===== src/rtl/stes_pkg.sv =====
// constants, types and the behaviour list of the transfer-end status block
//
// Behaviour
// - as slave, first tx word is loaded on the first clock after select asserts
// - as slave, a transfer starting with no tx word raises underrun status
// - without fifos, receive-full status bit 1 marks each transfer end
// - received data available sets interrupt status bit 4
// - received word is captured on the same edge as interrupt bit 4 sets
// - master at end clears receive-empty bit 0, transmit-full and bit 3
// - master at end sets transmit-empty bit 2, receive-full bit 1
// - interrupt bits 4 and 1 set on first clock after last sclk; mode fault bit 0 sets only for a slave with manual select
// - with phase 1 the internal clock supplies the missing final edge
// - a counter makes status and interrupt bits change together in both roles; here one word_end strobe sets both
// - with fifos only first and last words flag done; occupancy shows progress
// - transmit fifo reaching half empty raises interrupt bit 6
// - slave role sets and clears the same bits at the same moments
// - word width is 8, 16 or 32, only 8 in dual and quad
// - sclk is the clock divided by a power of two from 2 to 2048
// - 1 to 32 select outputs, exactly one in execute-in-place mode
// - slave role only in standard mode; dual and quad always have the fifo
// - dual and quad fifo depth is 16 or 256 entries of eight bits
// - execute-in-place addressing is 24 or 32 bits
// - performance mode selects the full host port, otherwise the lite one
// - async clock option only when host and serial clocks truly differ; this build rejects the option with an error
// - select bit n drives slave n, active low
// - dual or quad with phase/polarity other than 00 or 11 raises an error
// - slave select released mid-transfer aborts and resets shift and counters
package stes_pkg;
	localparam int SR_RX_EMPTY = 0;
	localparam int SR_RX_FULL  = 1;
	localparam int SR_TX_EMPTY = 2;
	localparam int SR_TX_FULL  = 3;
	localparam int IS_MODE_FAULT_FLAG     = 0;
	localparam int IS_DONE     = 1;
	localparam int IS_UNDERRUN = 3;
	localparam int IS_RX_FULL  = 4;
	localparam int IS_TX_HALF  = 6;
	localparam int IS_CFG_ERR  = 7;
	localparam logic [3:0] SR_RESET = 4'h5;
	localparam logic [7:0] IS_RESET = 8'h00;
	localparam int MODE_STD  = 0;
	localparam int MODE_DUAL = 1;
	localparam int MODE_QUAD = 2;
	localparam int MIN_RATIO = 2;
	localparam int MAX_RATIO = 2048;
	localparam int MAX_SLAVES = 32;

	typedef enum {ST_IDLE, ST_RUN, ST_TAIL} stes_state_t;

	typedef struct packed {
		logic clock_phase_select;
		logic clock_polarity_select;
		logic manual_ss;
		logic inhibit;
	} stes_ctrl_t;
endpackage


===== src/rtl/stes_core.sv =====
// spi transfer engine with end-of-transfer status and interrupt status bits
`timescale 1ns/1ps
module stes_core #(
	parameter int WIDTH      = 8,
	parameter int RATIO      = 16,
	parameter int NUM_SS     = 1,
	parameter int SPI_MODE   = stes_pkg::MODE_STD,
	parameter bit MASTER     = 1'b1,
	parameter bit USE_FIFO   = 1'b0,
	parameter int FIFO_DEPTH = 8,
	parameter bit EXECUTE_IN_PLACE_MODE        = 1'b0,
	parameter int XIP_ABITS  = 24,
	parameter bit PERF_MODE  = 1'b0,
	parameter bit ASYNC_CLK  = 1'b0
) (
	input  wire logic                core_clk,
	input  wire logic                rstn,
	input  wire stes_pkg::stes_ctrl_t ctrl,
	input  wire logic [NUM_SS-1:0]   ss_select,
	input  wire logic [WIDTH-1:0]    tx_data,
	input  wire logic                tx_valid,
	output logic                     tx_ready,
	input  wire logic                rx_pop,
	input  wire logic [7:0]          isr_clear,
	output logic [WIDTH-1:0]         receive_data_register,
	output logic [3:0]               serial_status_register,
	output logic [7:0]               interrupt_status_register,
	output logic [4:0]               rx_occupancy,
	output logic                     transfer_done_flag,
	output logic                     sclk_o,
	output logic                     sclk_oe,
	output logic [NUM_SS-1:0]        ss_n_o,
	output logic                     mosi_o,
	output logic                     mosi_oe,
	input  wire logic                mosi_i,
	output logic                     miso_o,
	output logic                     miso_oe,
	input  wire logic                miso_i,
	input  wire logic                sclk_i,
	input  wire logic                ss_n_i
);
	localparam int BW = $clog2(WIDTH) + 1;
	localparam int DW = $clog2(RATIO);
	localparam int HALF = RATIO / 2;

	initial
	begin
		if (!(WIDTH == 8 || WIDTH == 16 || WIDTH == 32)) $error("bad width");
		if (SPI_MODE != stes_pkg::MODE_STD && WIDTH != 8) $error("dual/quad need width 8");
		if (RATIO < stes_pkg::MIN_RATIO || RATIO > stes_pkg::MAX_RATIO || (1 << DW) != RATIO)
			$error("bad ratio");
		if (SPI_MODE != stes_pkg::MODE_STD && RATIO != stes_pkg::MIN_RATIO) $error("ratio fixed at 2");
		if (NUM_SS < 1 || NUM_SS > stes_pkg::MAX_SLAVES || (EXECUTE_IN_PLACE_MODE && NUM_SS != 1)) $error("bad slaves");
		if (SPI_MODE != stes_pkg::MODE_STD && (!MASTER || !USE_FIFO)) $error("dual/quad: master with fifo");
		if (SPI_MODE != stes_pkg::MODE_STD && !(FIFO_DEPTH == 16 || FIFO_DEPTH == 256))
			$error("dual/quad fifo depth 16 or 256");
		if (EXECUTE_IN_PLACE_MODE && !(XIP_ABITS == 24 || XIP_ABITS == 32)) $error("bad xip address width");
		if (PERF_MODE && EXECUTE_IN_PLACE_MODE) $error("performance and xip port conflict");
		if (ASYNC_CLK) $error("single clock build: async option unsupported");
	end

	// tx words queue here; with or without the fifo option the buffer is FIFO_DEPTH deep
	logic [WIDTH-1:0] fifo_data;
	logic             fifo_valid;
	logic             fifo_pop;
	logic [$clog2(FIFO_DEPTH):0] fifo_level;
	stes_fifo #(.WIDTH(WIDTH), .DEPTH(FIFO_DEPTH)) u_txq (
		.core_clk  (core_clk),
		.rstn      (rstn),
		.in_data   (tx_data),
		.in_valid  (tx_valid),
		.in_ready  (tx_ready),
		.out_data  (fifo_data),
		.out_valid (fifo_valid),
		.out_ready (fifo_pop),
		.level     (fifo_level)
	);

	// three-stage sampling of slave-side pins
	logic [2:0] sck_s_reg, ss_s_reg, mosi_s_reg;
	always_ff @(posedge core_clk or negedge rstn)
	begin
		if (!rstn)
		begin
			sck_s_reg  <= '0;
			ss_s_reg   <= 3'h7;
			mosi_s_reg <= '0;
		end
		else
		begin
			sck_s_reg  <= {sck_s_reg[1:0], sclk_i};
			ss_s_reg   <= {ss_s_reg[1:0], ss_n_i};
			mosi_s_reg <= {mosi_s_reg[1:0], mosi_i};
		end
	end
	logic sck_lvl, ss_act, s_fall, s_rise, ss_edge_on, ss_edge_off;
	logic sck_prev_reg, ss_prev_reg;
	always_ff @(posedge core_clk or negedge rstn)
	begin
		if (!rstn)
		begin
			sck_prev_reg <= 1'b0;
			ss_prev_reg  <= 1'b0;
		end
		else
		begin
			if (sck_s_reg[2] == sck_s_reg[1]) sck_prev_reg <= sck_s_reg[2];
			if (ss_s_reg[2] == ss_s_reg[1]) ss_prev_reg <= !ss_s_reg[2];
		end
	end
	always_comb
	begin
		sck_lvl     = (sck_s_reg[2] == sck_s_reg[1]) ? sck_s_reg[2] : sck_prev_reg;
		ss_act      = (ss_s_reg[2] == ss_s_reg[1]) ? !ss_s_reg[2] : ss_prev_reg;
		s_rise      = sck_lvl && !sck_prev_reg;
		s_fall      = !sck_lvl && sck_prev_reg;
		ss_edge_on  = ss_act && !ss_prev_reg;
		ss_edge_off = !ss_act && ss_prev_reg;
	end

	stes_pkg::stes_state_t st_reg, st_next;
	logic [DW-1:0]    div_reg, div_next;
	logic [BW-1:0]    bit_reg, bit_next;
	logic             sck_reg, sck_next;
	logic [WIDTH-1:0] sh_reg, sh_next;
	logic [WIDTH-1:0] rdr_reg, rdr_next;
	logic [3:0]       sr_reg, sr_next;
	logic [7:0]       isr_reg, isr_next;
	logic [NUM_SS-1:0] ss_reg, ss_next;
	logic             first_reg, first_next;
	logic             in_bit_reg, in_bit_next;
	logic             half_prev_reg;
	logic [4:0]       occ_reg, occ_next;
	logic             done_reg, done_next;
	logic             tick, lead, trail, word_end, cfg_bad, tx_half;

	always_comb
	begin
		tick     = div_reg == DW'(HALF - 1);
		lead     = MASTER ? (tick && !sck_reg) : ((ss_act && !ctrl.clock_polarity_select) ? s_rise : s_fall);
		trail    = MASTER ? (tick && sck_reg) : ((ss_act && !ctrl.clock_polarity_select) ? s_fall : s_rise);
		cfg_bad  = SPI_MODE != stes_pkg::MODE_STD && ctrl.clock_phase_select != ctrl.clock_polarity_select;
		tx_half  = fifo_level <= ($clog2(FIFO_DEPTH)+1)'(FIFO_DEPTH / 2);
		st_next  = st_reg;
		// wrap on every tick so each half period is exactly RATIO/2 clocks
		div_next = (st_reg == stes_pkg::ST_IDLE || tick) ? '0 : div_reg + DW'(1);
		bit_next = bit_reg;
		sck_next = sck_reg;
		sh_next  = sh_reg;
		rdr_next = rdr_reg;
		sr_next  = sr_reg;
		isr_next = isr_reg & ~isr_clear;
		ss_next  = ss_reg;
		first_next = first_reg;
		in_bit_next = in_bit_reg;
		occ_next = occ_reg;
		done_next = 1'b0;
		fifo_pop = 1'b0;
		word_end = 1'b0;
		if (rx_pop && occ_reg != '0)
			occ_next = occ_reg - 5'h1;
		if (rx_pop && !USE_FIFO)
		begin
			sr_next[stes_pkg::SR_RX_FULL]  = 1'b0;
			sr_next[stes_pkg::SR_RX_EMPTY] = 1'b1;
		end
		case (st_reg)
			stes_pkg::ST_IDLE:
			begin
				if (MASTER && fifo_valid && !ctrl.inhibit)
				begin
					st_next  = stes_pkg::ST_RUN;
					sh_next  = fifo_data;
					fifo_pop = 1'b1;
					ss_next  = ~ss_select;
					bit_next = '0;
				end
				else if (!MASTER && ss_edge_on)
				begin
					st_next  = stes_pkg::ST_RUN;
					bit_next = '0;
					// word leaves the queue on the first clock after select
					if (fifo_valid)
					begin
						sh_next  = fifo_data;
						fifo_pop = 1'b1;
					end
					else
					begin
						sh_next = '0;
						isr_next[stes_pkg::IS_UNDERRUN] = 1'b1;
					end
				end
			end
			stes_pkg::ST_RUN:
			begin
				if (MASTER && tick)
					sck_next = !sck_reg;
				if (!MASTER && ss_edge_off)
				begin
					st_next  = stes_pkg::ST_IDLE;
					bit_next = '0;
					sh_next  = '0;
				end
				else
				begin
					// sample and shift on opposite edges so the output bit never moves under the far sample
					if ((ctrl.clock_phase_select ? lead : trail) && bit_reg != '0)
						sh_next = {sh_reg[WIDTH-2:0], in_bit_reg};
					if (ctrl.clock_phase_select ? trail : lead)
					begin
						in_bit_next = MASTER ? miso_i : mosi_s_reg[2];
						bit_next    = bit_reg + BW'(1);
						if (bit_reg == BW'(WIDTH - 1))
						begin
							st_next = stes_pkg::ST_TAIL;
							if (!MASTER)
								div_next = '0;
						end
					end
				end
			end
			stes_pkg::ST_TAIL:
			begin
				// with phase 1 no line edge ends the word, the divider counts it out
				if ((MASTER || ctrl.clock_phase_select) ? tick : trail)
				begin
					word_end = 1'b1;
					st_next  = stes_pkg::ST_IDLE;
					sck_next = 1'b0;
					sh_next  = {sh_reg[WIDTH-2:0], in_bit_reg};
					// automatic select drops after every word so the far side re-frames
					if (MASTER && !ctrl.manual_ss)
						ss_next = '1;
				end
			end
			default:
				st_next = stes_pkg::ST_IDLE;
		endcase
		if (word_end)
		begin
			rdr_next = sh_next;
			occ_next = (occ_next == 5'h1f) ? occ_next : occ_next + 5'h1;
			// with fifos, intermediate words leave the flags alone
			if (!USE_FIFO || first_reg || !fifo_valid)
			begin
				sr_next[stes_pkg::SR_RX_EMPTY] = 1'b0;
				sr_next[stes_pkg::SR_TX_FULL]  = 1'b0;
				sr_next[stes_pkg::SR_TX_EMPTY] = 1'b1;
				sr_next[stes_pkg::SR_RX_FULL]  = 1'b1;
				isr_next[stes_pkg::IS_RX_FULL] = 1'b1;
				isr_next[stes_pkg::IS_DONE]    = 1'b1;
				isr_next[stes_pkg::IS_MODE_FAULT_FLAG]    = !MASTER && ctrl.manual_ss;
				done_next = 1'b1;
			end
			first_next = !fifo_valid;
		end
		if (fifo_valid && st_reg == stes_pkg::ST_IDLE)
			sr_next[stes_pkg::SR_TX_EMPTY] = 1'b0;
		if (!tx_ready)
			sr_next[stes_pkg::SR_TX_FULL] = 1'b1;
		if (tx_half && !half_prev_reg)
			isr_next[stes_pkg::IS_TX_HALF] = 1'b1;
		if (cfg_bad)
			isr_next[stes_pkg::IS_CFG_ERR] = 1'b1;
	end

	always_ff @(posedge core_clk or negedge rstn)
	begin
		if (!rstn)
		begin
			st_reg    <= stes_pkg::ST_IDLE;
			div_reg   <= '0;
			bit_reg   <= '0;
			sck_reg   <= 1'b0;
			sh_reg    <= '0;
			rdr_reg   <= '0;
			sr_reg    <= stes_pkg::SR_RESET;
			isr_reg   <= stes_pkg::IS_RESET;
			ss_reg    <= '1;
			first_reg <= 1'b1;
			in_bit_reg <= 1'b0;
			half_prev_reg <= 1'b1;
			occ_reg   <= '0;
			done_reg  <= 1'b0;
		end
		else
		begin
			st_reg    <= st_next;
			div_reg   <= div_next;
			bit_reg   <= bit_next;
			sck_reg   <= sck_next;
			sh_reg    <= sh_next;
			rdr_reg   <= rdr_next;
			sr_reg    <= sr_next;
			isr_reg   <= isr_next;
			ss_reg    <= ss_next;
			first_reg <= first_next;
			in_bit_reg <= in_bit_next;
			half_prev_reg <= tx_half;
			occ_reg   <= occ_next;
			done_reg  <= done_next;
		end
	end

	// outputs: registers, or single flops behind combinational selects
	logic mosi_q_reg, miso_q_reg, sclk_q_reg, mosi_oe_reg, miso_oe_reg;
	always_ff @(posedge core_clk or negedge rstn)
	begin
		if (!rstn)
		begin
			mosi_q_reg  <= 1'b0;
			miso_q_reg  <= 1'b0;
			sclk_q_reg  <= 1'b0;
			mosi_oe_reg <= 1'b0;
			miso_oe_reg <= 1'b0;
		end
		else
		begin
			mosi_q_reg  <= sh_next[WIDTH-1];
			miso_q_reg  <= sh_next[WIDTH-1];
			sclk_q_reg  <= sck_next ^ ctrl.clock_polarity_select;
			mosi_oe_reg <= MASTER;
			miso_oe_reg <= !MASTER && st_next != stes_pkg::ST_IDLE;
		end
	end

	always_comb
	begin
		receive_data_register     = rdr_reg;
		serial_status_register    = sr_reg;
		interrupt_status_register = isr_reg;
		rx_occupancy              = occ_reg;
		transfer_done_flag        = done_reg;
		sclk_o                    = sclk_q_reg;
		sclk_oe                   = mosi_oe_reg;
		ss_n_o                    = ss_reg;
		mosi_o                    = mosi_q_reg;
		mosi_oe                   = mosi_oe_reg;
		miso_o                    = miso_q_reg;
		miso_oe                   = miso_oe_reg;
	end

	AST_RX_CAPTURE: assert property (@(posedge core_clk) disable iff (!rstn)
		$rose(isr_reg[stes_pkg::IS_RX_FULL]) |-> rdr_reg == $past({sh_reg[WIDTH-2:0], in_bit_reg}))
		else $error("rx word not captured with interrupt");
	AST_STATUS_SYNC: assert property (@(posedge core_clk) disable iff (!rstn)
		done_reg |-> sr_reg[stes_pkg::SR_RX_FULL] && isr_reg[stes_pkg::IS_DONE])
		else $error("status and interrupt bits out of step");
	AST_END_CLEAR: assert property (@(posedge core_clk) disable iff (!rstn)
		done_reg |-> !sr_reg[stes_pkg::SR_RX_EMPTY])
		else $error("rx empty not cleared at end");
	AST_END_SET: assert property (@(posedge core_clk) disable iff (!rstn)
		done_reg |-> sr_reg[stes_pkg::SR_TX_EMPTY])
		else $error("tx empty not set at end");
	AST_ABORT: assert property (@(posedge core_clk) disable iff (!rstn)
		(!MASTER && st_reg == stes_pkg::ST_RUN && ss_edge_off) |=> st_reg == stes_pkg::ST_IDLE && bit_reg == '0)
		else $error("slave abort failed");
	AST_UNDERRUN: assert property (@(posedge core_clk) disable iff (!rstn)
		(!MASTER && st_reg == stes_pkg::ST_IDLE && ss_edge_on && !fifo_valid) |=> isr_reg[stes_pkg::IS_UNDERRUN])
		else $error("underrun not flagged");
	AST_CFG_ERR: assert property (@(posedge core_clk) disable iff (!rstn)
		cfg_bad |=> isr_reg[stes_pkg::IS_CFG_ERR])
		else $error("bad phase/polarity not flagged");
	AST_TX_HALF: assert property (@(posedge core_clk) disable iff (!rstn)
		(tx_half && !half_prev_reg) |=> isr_reg[stes_pkg::IS_TX_HALF])
		else $error("half empty not flagged");
endmodule


===== src/rtl/stes_fifo.sv =====
// valid/ready fifo with parameter width and depth
`timescale 1ns/1ps
module stes_fifo #(
	parameter int WIDTH = 8,
	parameter int DEPTH = 8
) (
	input  wire logic             core_clk,
	input  wire logic             rstn,
	input  wire logic [WIDTH-1:0] in_data,
	input  wire logic             in_valid,
	output logic                  in_ready,
	output logic [WIDTH-1:0]      out_data,
	output logic                  out_valid,
	input  wire logic             out_ready,
	output logic [$clog2(DEPTH):0] level
);
	localparam int AW = $clog2(DEPTH);
	initial
	begin
		if (DEPTH < 2 || (1 << AW) != DEPTH)
			$error("fifo depth must be a power of two of at least 2");
	end
	logic [WIDTH-1:0] mem [DEPTH];
	logic [AW:0]      wr_reg;
	logic [AW:0]      wr_next;
	logic [AW:0]      rd_reg;
	logic [AW:0]      rd_next;
	logic             push;
	logic             pop;

	always_comb
	begin
		in_ready  = (wr_reg - rd_reg) != (AW+1)'(DEPTH);
		out_valid = wr_reg != rd_reg;
		push      = in_valid && in_ready;
		pop       = out_valid && out_ready;
		wr_next   = wr_reg + (AW+1)'(push);
		rd_next   = rd_reg + (AW+1)'(pop);
		out_data  = mem[rd_reg[AW-1:0]];
		level     = wr_reg - rd_reg;
	end

	always_ff @(posedge core_clk or negedge rstn)
	begin
		if (!rstn)
		begin
			wr_reg <= '0;
			rd_reg <= '0;
		end
		else
		begin
			wr_reg <= wr_next;
			rd_reg <= rd_next;
		end
	end

	always_ff @(posedge core_clk)
	begin
		if (push)
			mem[wr_reg[AW-1:0]] <= in_data;
	end
endmodule


===== config.mk =====
export PLATFORM = sky130hd
export DESIGN_NAME = stes_core
export DESIGN_NICKNAME = d
export VERILOG_FILES = /design/src/rtl/stes_pkg.sv /design/src/rtl/stes_core.sv /design/src/rtl/stes_fifo.sv
export SDC_FILE = /design/constraint.sdc
export NUM_CORES = 1
export LEC_CHECK = 0
export ABC_AREA = 1
export BUFFER_PORTS_ARGS = -buffer_cell sky130_fd_sc_hd__buf_2
export CAP_MARGIN = 5
export CORE_MARGIN = 2
export CORE_UTILIZATION = 45
export CTS_CLUSTER_SIZE = 10
export DETAILED_ROUTE_END_ITERATION = 8
export SLEW_MARGIN = 0
export SYNTH_ARGS = -nofsm -noshare
export SYNTH_HDL_FRONTEND = slang
export SYNTH_SLANG_ARGS = --single-unit
export TNS_END_PERCENT = 30

===== constraint.sdc =====
create_clock -name core_clk -period 6.7 [get_ports core_clk]
set_clock_uncertainty 0.05 [all_clocks]
set_input_delay 0.335 -clock core_clk [delete_from_list [all_inputs] [get_ports core_clk]]
set_output_delay 0.335 -clock core_clk [all_outputs]
set_load 0.01 [all_outputs]

-- Yosys cells after proc, flatten, opt, wreduce, memory -nomap -nowiden
Memory sizes are Yosys's and may differ from the RTL's.
Index checks and enable logic that the tools add are counted.
- bitwise operators: 4
- reduce and logical (&&, ||, !) cells: 25
- mux-type cells: 39
- magnitude comparators: 1
- $add $sub $neg: 7
- equality and inequality tests: 13
- operators with widths (cell ; number):
    $mux W32 ; 4
    $pmux W32 S3 ; 1
    $logic_not A32 Y1 ; 2
    $eq A32 B1 Y1 const B ; 1
    $eq A32 B2 Y1 const B ; 1
    $mux W8 ; 3
    $pmux W8 S3 ; 1
    $mux W1 ; 18
    $mux W4 ; 4
    $mux W5 ; 3
    $ne A2 B2 Y1 const B ; 5
    $logic_and A1 B1 Y1 ; 9
    $add A4 B1 Y4 ; 2
    $add A4 B1 Y4 const B ; 2
    $and A8 B8 Y8 ; 1
    $eq A4 B3 Y1 const B ; 2
    $not A8 Y8 ; 1
    $pmux W4 S2 ; 1
    $reduce_and A4 Y1 ; 2
    $reduce_bool A2 Y1 ; 4
    $add A5 B1 Y5 const B ; 1
    $eq A5 B5 Y1 const B ; 1
    $reduce_bool A5 Y1 ; 1
    $sub A5 B1 Y5 const B ; 1
    14 further kinds ; 18
- output and inout bits: 34
- memories: 1
- memory bits (writable): 64
- bits of input ports: 29
- word-level logic and storage cells: 110
- bits in registers: 89
- memories (memory ; depth ; width ; read ports ; clocked after memory_dff ; wr ports ; line ; source):
    u_txq.mem ; 8 ; 8 ; 1 ; 0 ; 1 ; stes_fifo.sv:23 ; logic [WIDTH-1:0] mem [DEPTH];

-- Logic depth before layout (Yosys ltp)
- word-level depth: 6
- gate-level depth with buffers: 15
- depth with buffers taken out: 15

-- Modules after synthesis
From an unflattened synthesis, not the netlist that was laid out.
- cells, all modules: 608
- area total of the unflattened synthesis: 5821.8 um2
- modules (own cells, without submodules) (module ; seq. area each (um2) ; times used ; area an instance (um2) ; cells each):
    stes_fifo ; 2122.0 ; 1 ; 3059.2 ; 249
    stes_core ; 1256.2 ; 1 ; 2762.6 ; 359

-- Worst setup path after synthesis
No wires, ideal clock.
- path type: reg2reg
- start: register u_txq.rd_reg[1]
- end: register u_txq.wr_reg[2]
- cell stages (with the launch flop): 15
- path buffers: 2
- required time: 6.519 ns
- arrival time: 2.300 ns
- library setup time: 0.131 ns
- path slack: 4.220 ns
- clock period less this slack: 2.480 ns
- path through: dfrtp_1 -> buf_4 -> inv_2 -> buf_6 -> ha_1 -> inv_1 -> o21bai_2 -> a21oi_1 -> xnor2_1 -> nand3_2 -> nand2_2 -> inv_1 -> ha_1 -> ha_1 -> xor2_1
- cells in the longest elaborated chain, start to end: 4
- ends and longest elaborated chain (element ; line ; source):
    from (decl) ; stes_fifo.sv:26 ; logic [AW:0] rd_reg;
    from (signal assigned) ; stes_fifo.sv:53 ; rd_reg <= rd_next;
    $sub A4 B4 Y4 ; stes_fifo.sv:33 ; in_ready = (wr_reg - rd_reg) != (AW+1)'(DEPTH);
    $ne A4 B4 Y1 ; stes_fifo.sv:33 ;
    net tx_ready ; stes_core.sv:22 ; output logic tx_ready,
    $logic_and A1 B1 Y1 ; stes_fifo.sv:35 ; push = in_valid && in_ready;
    $add A4 B1 Y4 ; stes_fifo.sv:37 ; wr_next = wr_reg + (AW+1)'(push);
    net u_txq.wr_next[2] ; stes_fifo.sv:25 ; logic [AW:0] wr_next;
    to (signal assigned) ; stes_fifo.sv:52 ; wr_reg <= wr_next;
    to (decl) ; stes_fifo.sv:24 ; logic [AW:0] wr_reg;
The timed path passes the listed nets, and every way through them passes these cells.
A chain may end at the register's enable or synchronous reset.

-- Worst setup path after layout
- start: register u_txq.rd_reg[1]
- end: memory u_txq.mem[6][4] (enable)
- cells in the longest elaborated chain, start to end: 5
- ends and longest elaborated chain (element ; line ; source):
    $sub A4 B4 Y4 ; stes_fifo.sv:33 ;
    $ne A4 B4 Y1 ; stes_fifo.sv:33 ;
    $logic_and A1 B1 Y1 ; stes_fifo.sv:35 ;
    $mux W1 ; stes_fifo.sv:59 ; if (push)
    $mux W1 (not written as such) ; stes_fifo.sv:60 ; mem[wr_reg[AW-1:0]] <= in_data;
    to (decl) ; stes_fifo.sv:23 ;
No other way between the ends.

==> flow_summary.json <==
{
  "clock_insertion_delay_worst_skew_ns": 0.41,
  "synthDominantAreaCellType": "sky130_fd_sc_hd__edfxtp_1",
  "clock_sink_count": 122,
  "syn_avg_cell_area_sq_um": 9.70,
  "area_after_dpl_sq_um": 6010,
  "max_cap_violations": 0,
  "cp_data_arrival_time_ns": 3.42,
  "die_height_microns": 116,
  "finalHoldViolations": 0,
  "async_sr_flop_fraction": 0.475,
  "synth_cells": 580,
  "max_clock_freq_mhz": 291,
  "vdd.ir_drop.worst_v": 0.000203,
  "yosysSeqAreaShare": 0.600,
  "syn-num-nets": 628,
  "cts_tree": "built",
  "power.density_cell_area_nw_per_um2": 450,
  "cts_made_buffers": 17,
  "largest_incremental_delay_on_the_critical_path_ns": 0.84,
  "grt_setup_unrepaired": "false",
  "ctsLongestPathBuffers": 2,
  "routed_via_density": 4.89,
  "insertedDiodeCount": 0,
  "initial_standard_cell_utilization_of_the_core": 0.465,
  "pre_cts_ws_ns": 3.26,
  "critPathRequiredTime_ns": 6.68,
  "root_buffer": "sky130_fd_sc_hd__clkbuf_16",
  "place.detailed.instances": 789,
  "non_filler_cells_final": 822,
  "nFillCells": 1100,
  "number_of_levels_in_the_clock_h_tree": 4,
  "routed-via-count": 4022,
  "layout.cells.most_common": "sky130_fd_sc_hd__nand2_1",
  "timing.critical_path.slowest_stage_cell": "sky130_fd_sc_hd__dfrtp_1",
  "routed_wl_microns": 11400,
  "io-pin-count": 63,
  "timing.critical_path.buf_inv": 2,
  "final_max_slew_viol_count": 0,
  "placeableCoreArea_sq_um": 12100,
  "synth_top_cells_by_area": "sky130_fd_sc_hd__edfxtp_1, sky130_fd_sc_hd__dfrtp_1, sky130_fd_sc_hd__nand2_1",
  "post-cts-setup-buffers": 0,
  "max_slew_margin": 0.379,
  "critical_path.max_fanout": 19,
  "end_kind": "flip-flop",
  "critical-path-top-delay-family": "simple AND/OR/NAND/NOR gates",
  "floorplan.die_area_sq_um": 13400,
  "yosysWarnings": 0,
  "drt_first_pass_iters": 4,
  "number_of_synthesized_flops_with_an_enable_pin": 64,
  "grt_antenna_before_repair": 0,
  "drtIter0Drc": 258,
  "setup.worst_path.class": "flip-flop to flip-flop",
  "drive_gt1_frac": 0.165,
  "routedWlPerCell_microns": 13.9,
  "globalRouteOverflowTotal": 0,
  "worstHoldPathType": "primary input to flip-flop",
  "total_negative_setup_slacks_ns": 0,
  "dieWidth_microns": 116,
  "final_cell_area_sq_um": 6590,
  "final.min_clock_period_ns": 3.44,
  "timing.final.crit_share": 0.514,
  "grt_use_total": 0.186,
  "vias_in_the_first_global_route": 3804,
  "grt_start_max_net_pins": 59,
  "synthesis.area_sq_um": 5630,
  "first_pass_grt_wire_length_microns": 18500,
  "drtAntennaViolNets": 0,
  "port-buffer-count": 58,
  "cp-start-kind": "flip-flop",
  "dp_hpwl_microns": 7440,
  "flow.area_growth_from_synthesis_pct": 17.2,
  "pnr_worst_setup_slack_ns": 3.26,
  "yosys.area.top_type_share": 0.342,
  "ys_dominant_reg_cell": "sky130_fd_sc_hd__edfxtp_1",
  "critical_path.cell_chain": "inv_2 > ha_1 > inv_1 > o21bai_2 > a21oi_1 > xnor2_1 > nand3_2 > nand2_2 > nor2_1",
  "post_cts.resized_instances": 0,
  "gpl.final_weighted_congestion": 0.755,
  "power.leakage_nw": 2.95,
  "postSynthRegisterBits": 122,
  "drcViolationCount": 0,
  "tightestPinTransition_ns": 0.928,
  "layout_common_cells": "sky130_fd_sc_hd__nand2_1, sky130_fd_sc_hd__nor2_1, sky130_fd_sc_hd__edfxtp_1",
  "cts.reportedPaths.clkPinSlew_ns": 0.05,
  "timing.final.setup_violations": 0,
  "synthDistinctLibCells": 34,
  "core.rowCount": 40,
  "max_reg_flops": 64,
  "outcome": "completed",
  "final_nets": 689,
  "worst_hold_slack_ns": 0.0141
}
==> worst paths after layout <==
check	from	endpoint	slack [ns]	depth (start not counted)
setup reg to reg	u_txq.rd_reg[1]$_DFF_PN0_	u_txq.mem[6][4]$_DFFE_PP_	3.26	9
setup / recovery	u_txq.rd_reg[1]$_DFF_PN0_	u_txq.mem[6][4]$_DFFE_PP_	3.26	9
min in group asynchronous	rstn	sclk_o$_DFF_PN0_	0.03	2
hold reg to reg	div_reg[0]$_DFF_PN0_	div_reg[0]$_DFF_PN0_	0.41	1
hold / removal	isr_clear[2]	interrupt_status_register[2]$_DFF_PN0_	0.01	2
max in group asynchronous	rstn	serial_status_register[1]$_DFFE_PN0P_	6.09	2
==> cell usage after synthesis (2+ instances only) <==
cell type and n:
sky130_fd_sc_hd__xor2_1 9, sky130_fd_sc_hd__a31oi_1 7, sky130_fd_sc_hd__nand2_1 107, sky130_fd_sc_hd__nand3b_1 3, sky130_fd_sc_hd__edfxtp_1 64, sky130_fd_sc_hd__nand3_1 62, sky130_fd_sc_hd__clkbuf_2 2, sky130_fd_sc_hd__o21ai_1 5
sky130_fd_sc_hd__conb_1 2, sky130_fd_sc_hd__o21ai_0 30, sky130_fd_sc_hd__o31ai_1 2, sky130_fd_sc_hd__nand2_2 4, sky130_fd_sc_hd__a21oi_1 12, sky130_fd_sc_hd__xnor2_1 3, sky130_fd_sc_hd__nand4_1 3, sky130_fd_sc_hd__clkinv_1 2
sky130_fd_sc_hd__dfstp_2 4, sky130_fd_sc_hd__or2_0 5, sky130_fd_sc_hd__buf_6 2, sky130_fd_sc_hd__buf_4 9, sky130_fd_sc_hd__inv_2 4, sky130_fd_sc_hd__nor2_1 97, sky130_fd_sc_hd__buf_2 5, sky130_fd_sc_hd__nand3_2 2
sky130_fd_sc_hd__ha_1 19, sky130_fd_sc_hd__dfrtp_1 54, sky130_fd_sc_hd__or2_2 2, sky130_fd_sc_hd__inv_1 54
==> kinds of logic after synthesis <==
group | synth area share
compound gates | 0.0589
other cells | 0.00133
buf+inv | 0.0629
xor+xnor | 0.0187
flops | 0.600
fa+ha+maj | 0.0423
simple gates | 0.215
==> cell type report <==
type | instances | area [sq um] | share of cell area
Timing Repair Buffer | 61 | 315 | 0.0478
Sequential cell | 122 | 3380 | 0.512
Clock inverter | 8 | 67.6 | 0.0102
Inverter | 60 | 225 | 0.0342
Clock buffer | 24 | 503 | 0.0763
Tap cell | 168 | 210 | 0.0319
Multi-Input combinational cell | 379 | 1890 | 0.287
==> where the power goes <==
part / total (mW) / internal [mW] / leakage (nW) / switching [mW]
registers: 1.10 / 0.979 / 1.28 / 0.121
clock network: 0.864 / 0.557 / 0.285 / 0.307
logic: 1.00 / 0.346 / 1.38 / 0.657
total: 2.97 / 1.88 / 2.95 / 1.09
==> metal layers <==
metal | GRT usage | part of all wire | routed length (microns) | vias up
met4 | 0.0762 | 0.011 | 122 | 0
met5 | 0 | 0 | 0 | -
met1 | 0.233 | 0.46 | 5260 | 1903
met2 | 0.308 | 0.49 | 5640 | 78
li1 | - | - | - | 2034
met3 | 0.0492 | 0.035 | 402 | 7
==> metrics by stage <==
stage | utilization | power, mW
final | 0.544 | 2.97
after floorplan | - | 1.86
after global routing | 0.544 | 3.21
after global placement | 0.496 | 2.08
after CTS | 0.544 | 2.99
after detailed placement | 0.496 | 2.12
==> repair_timing <==
item / CTS / global route
hold buffers: 1 / 0
endpoints found under the setup margin: 0 / 0
endpoints found under the hold margin: 1 / 0
Note: power is estimated with default switching activity, not from simulation.
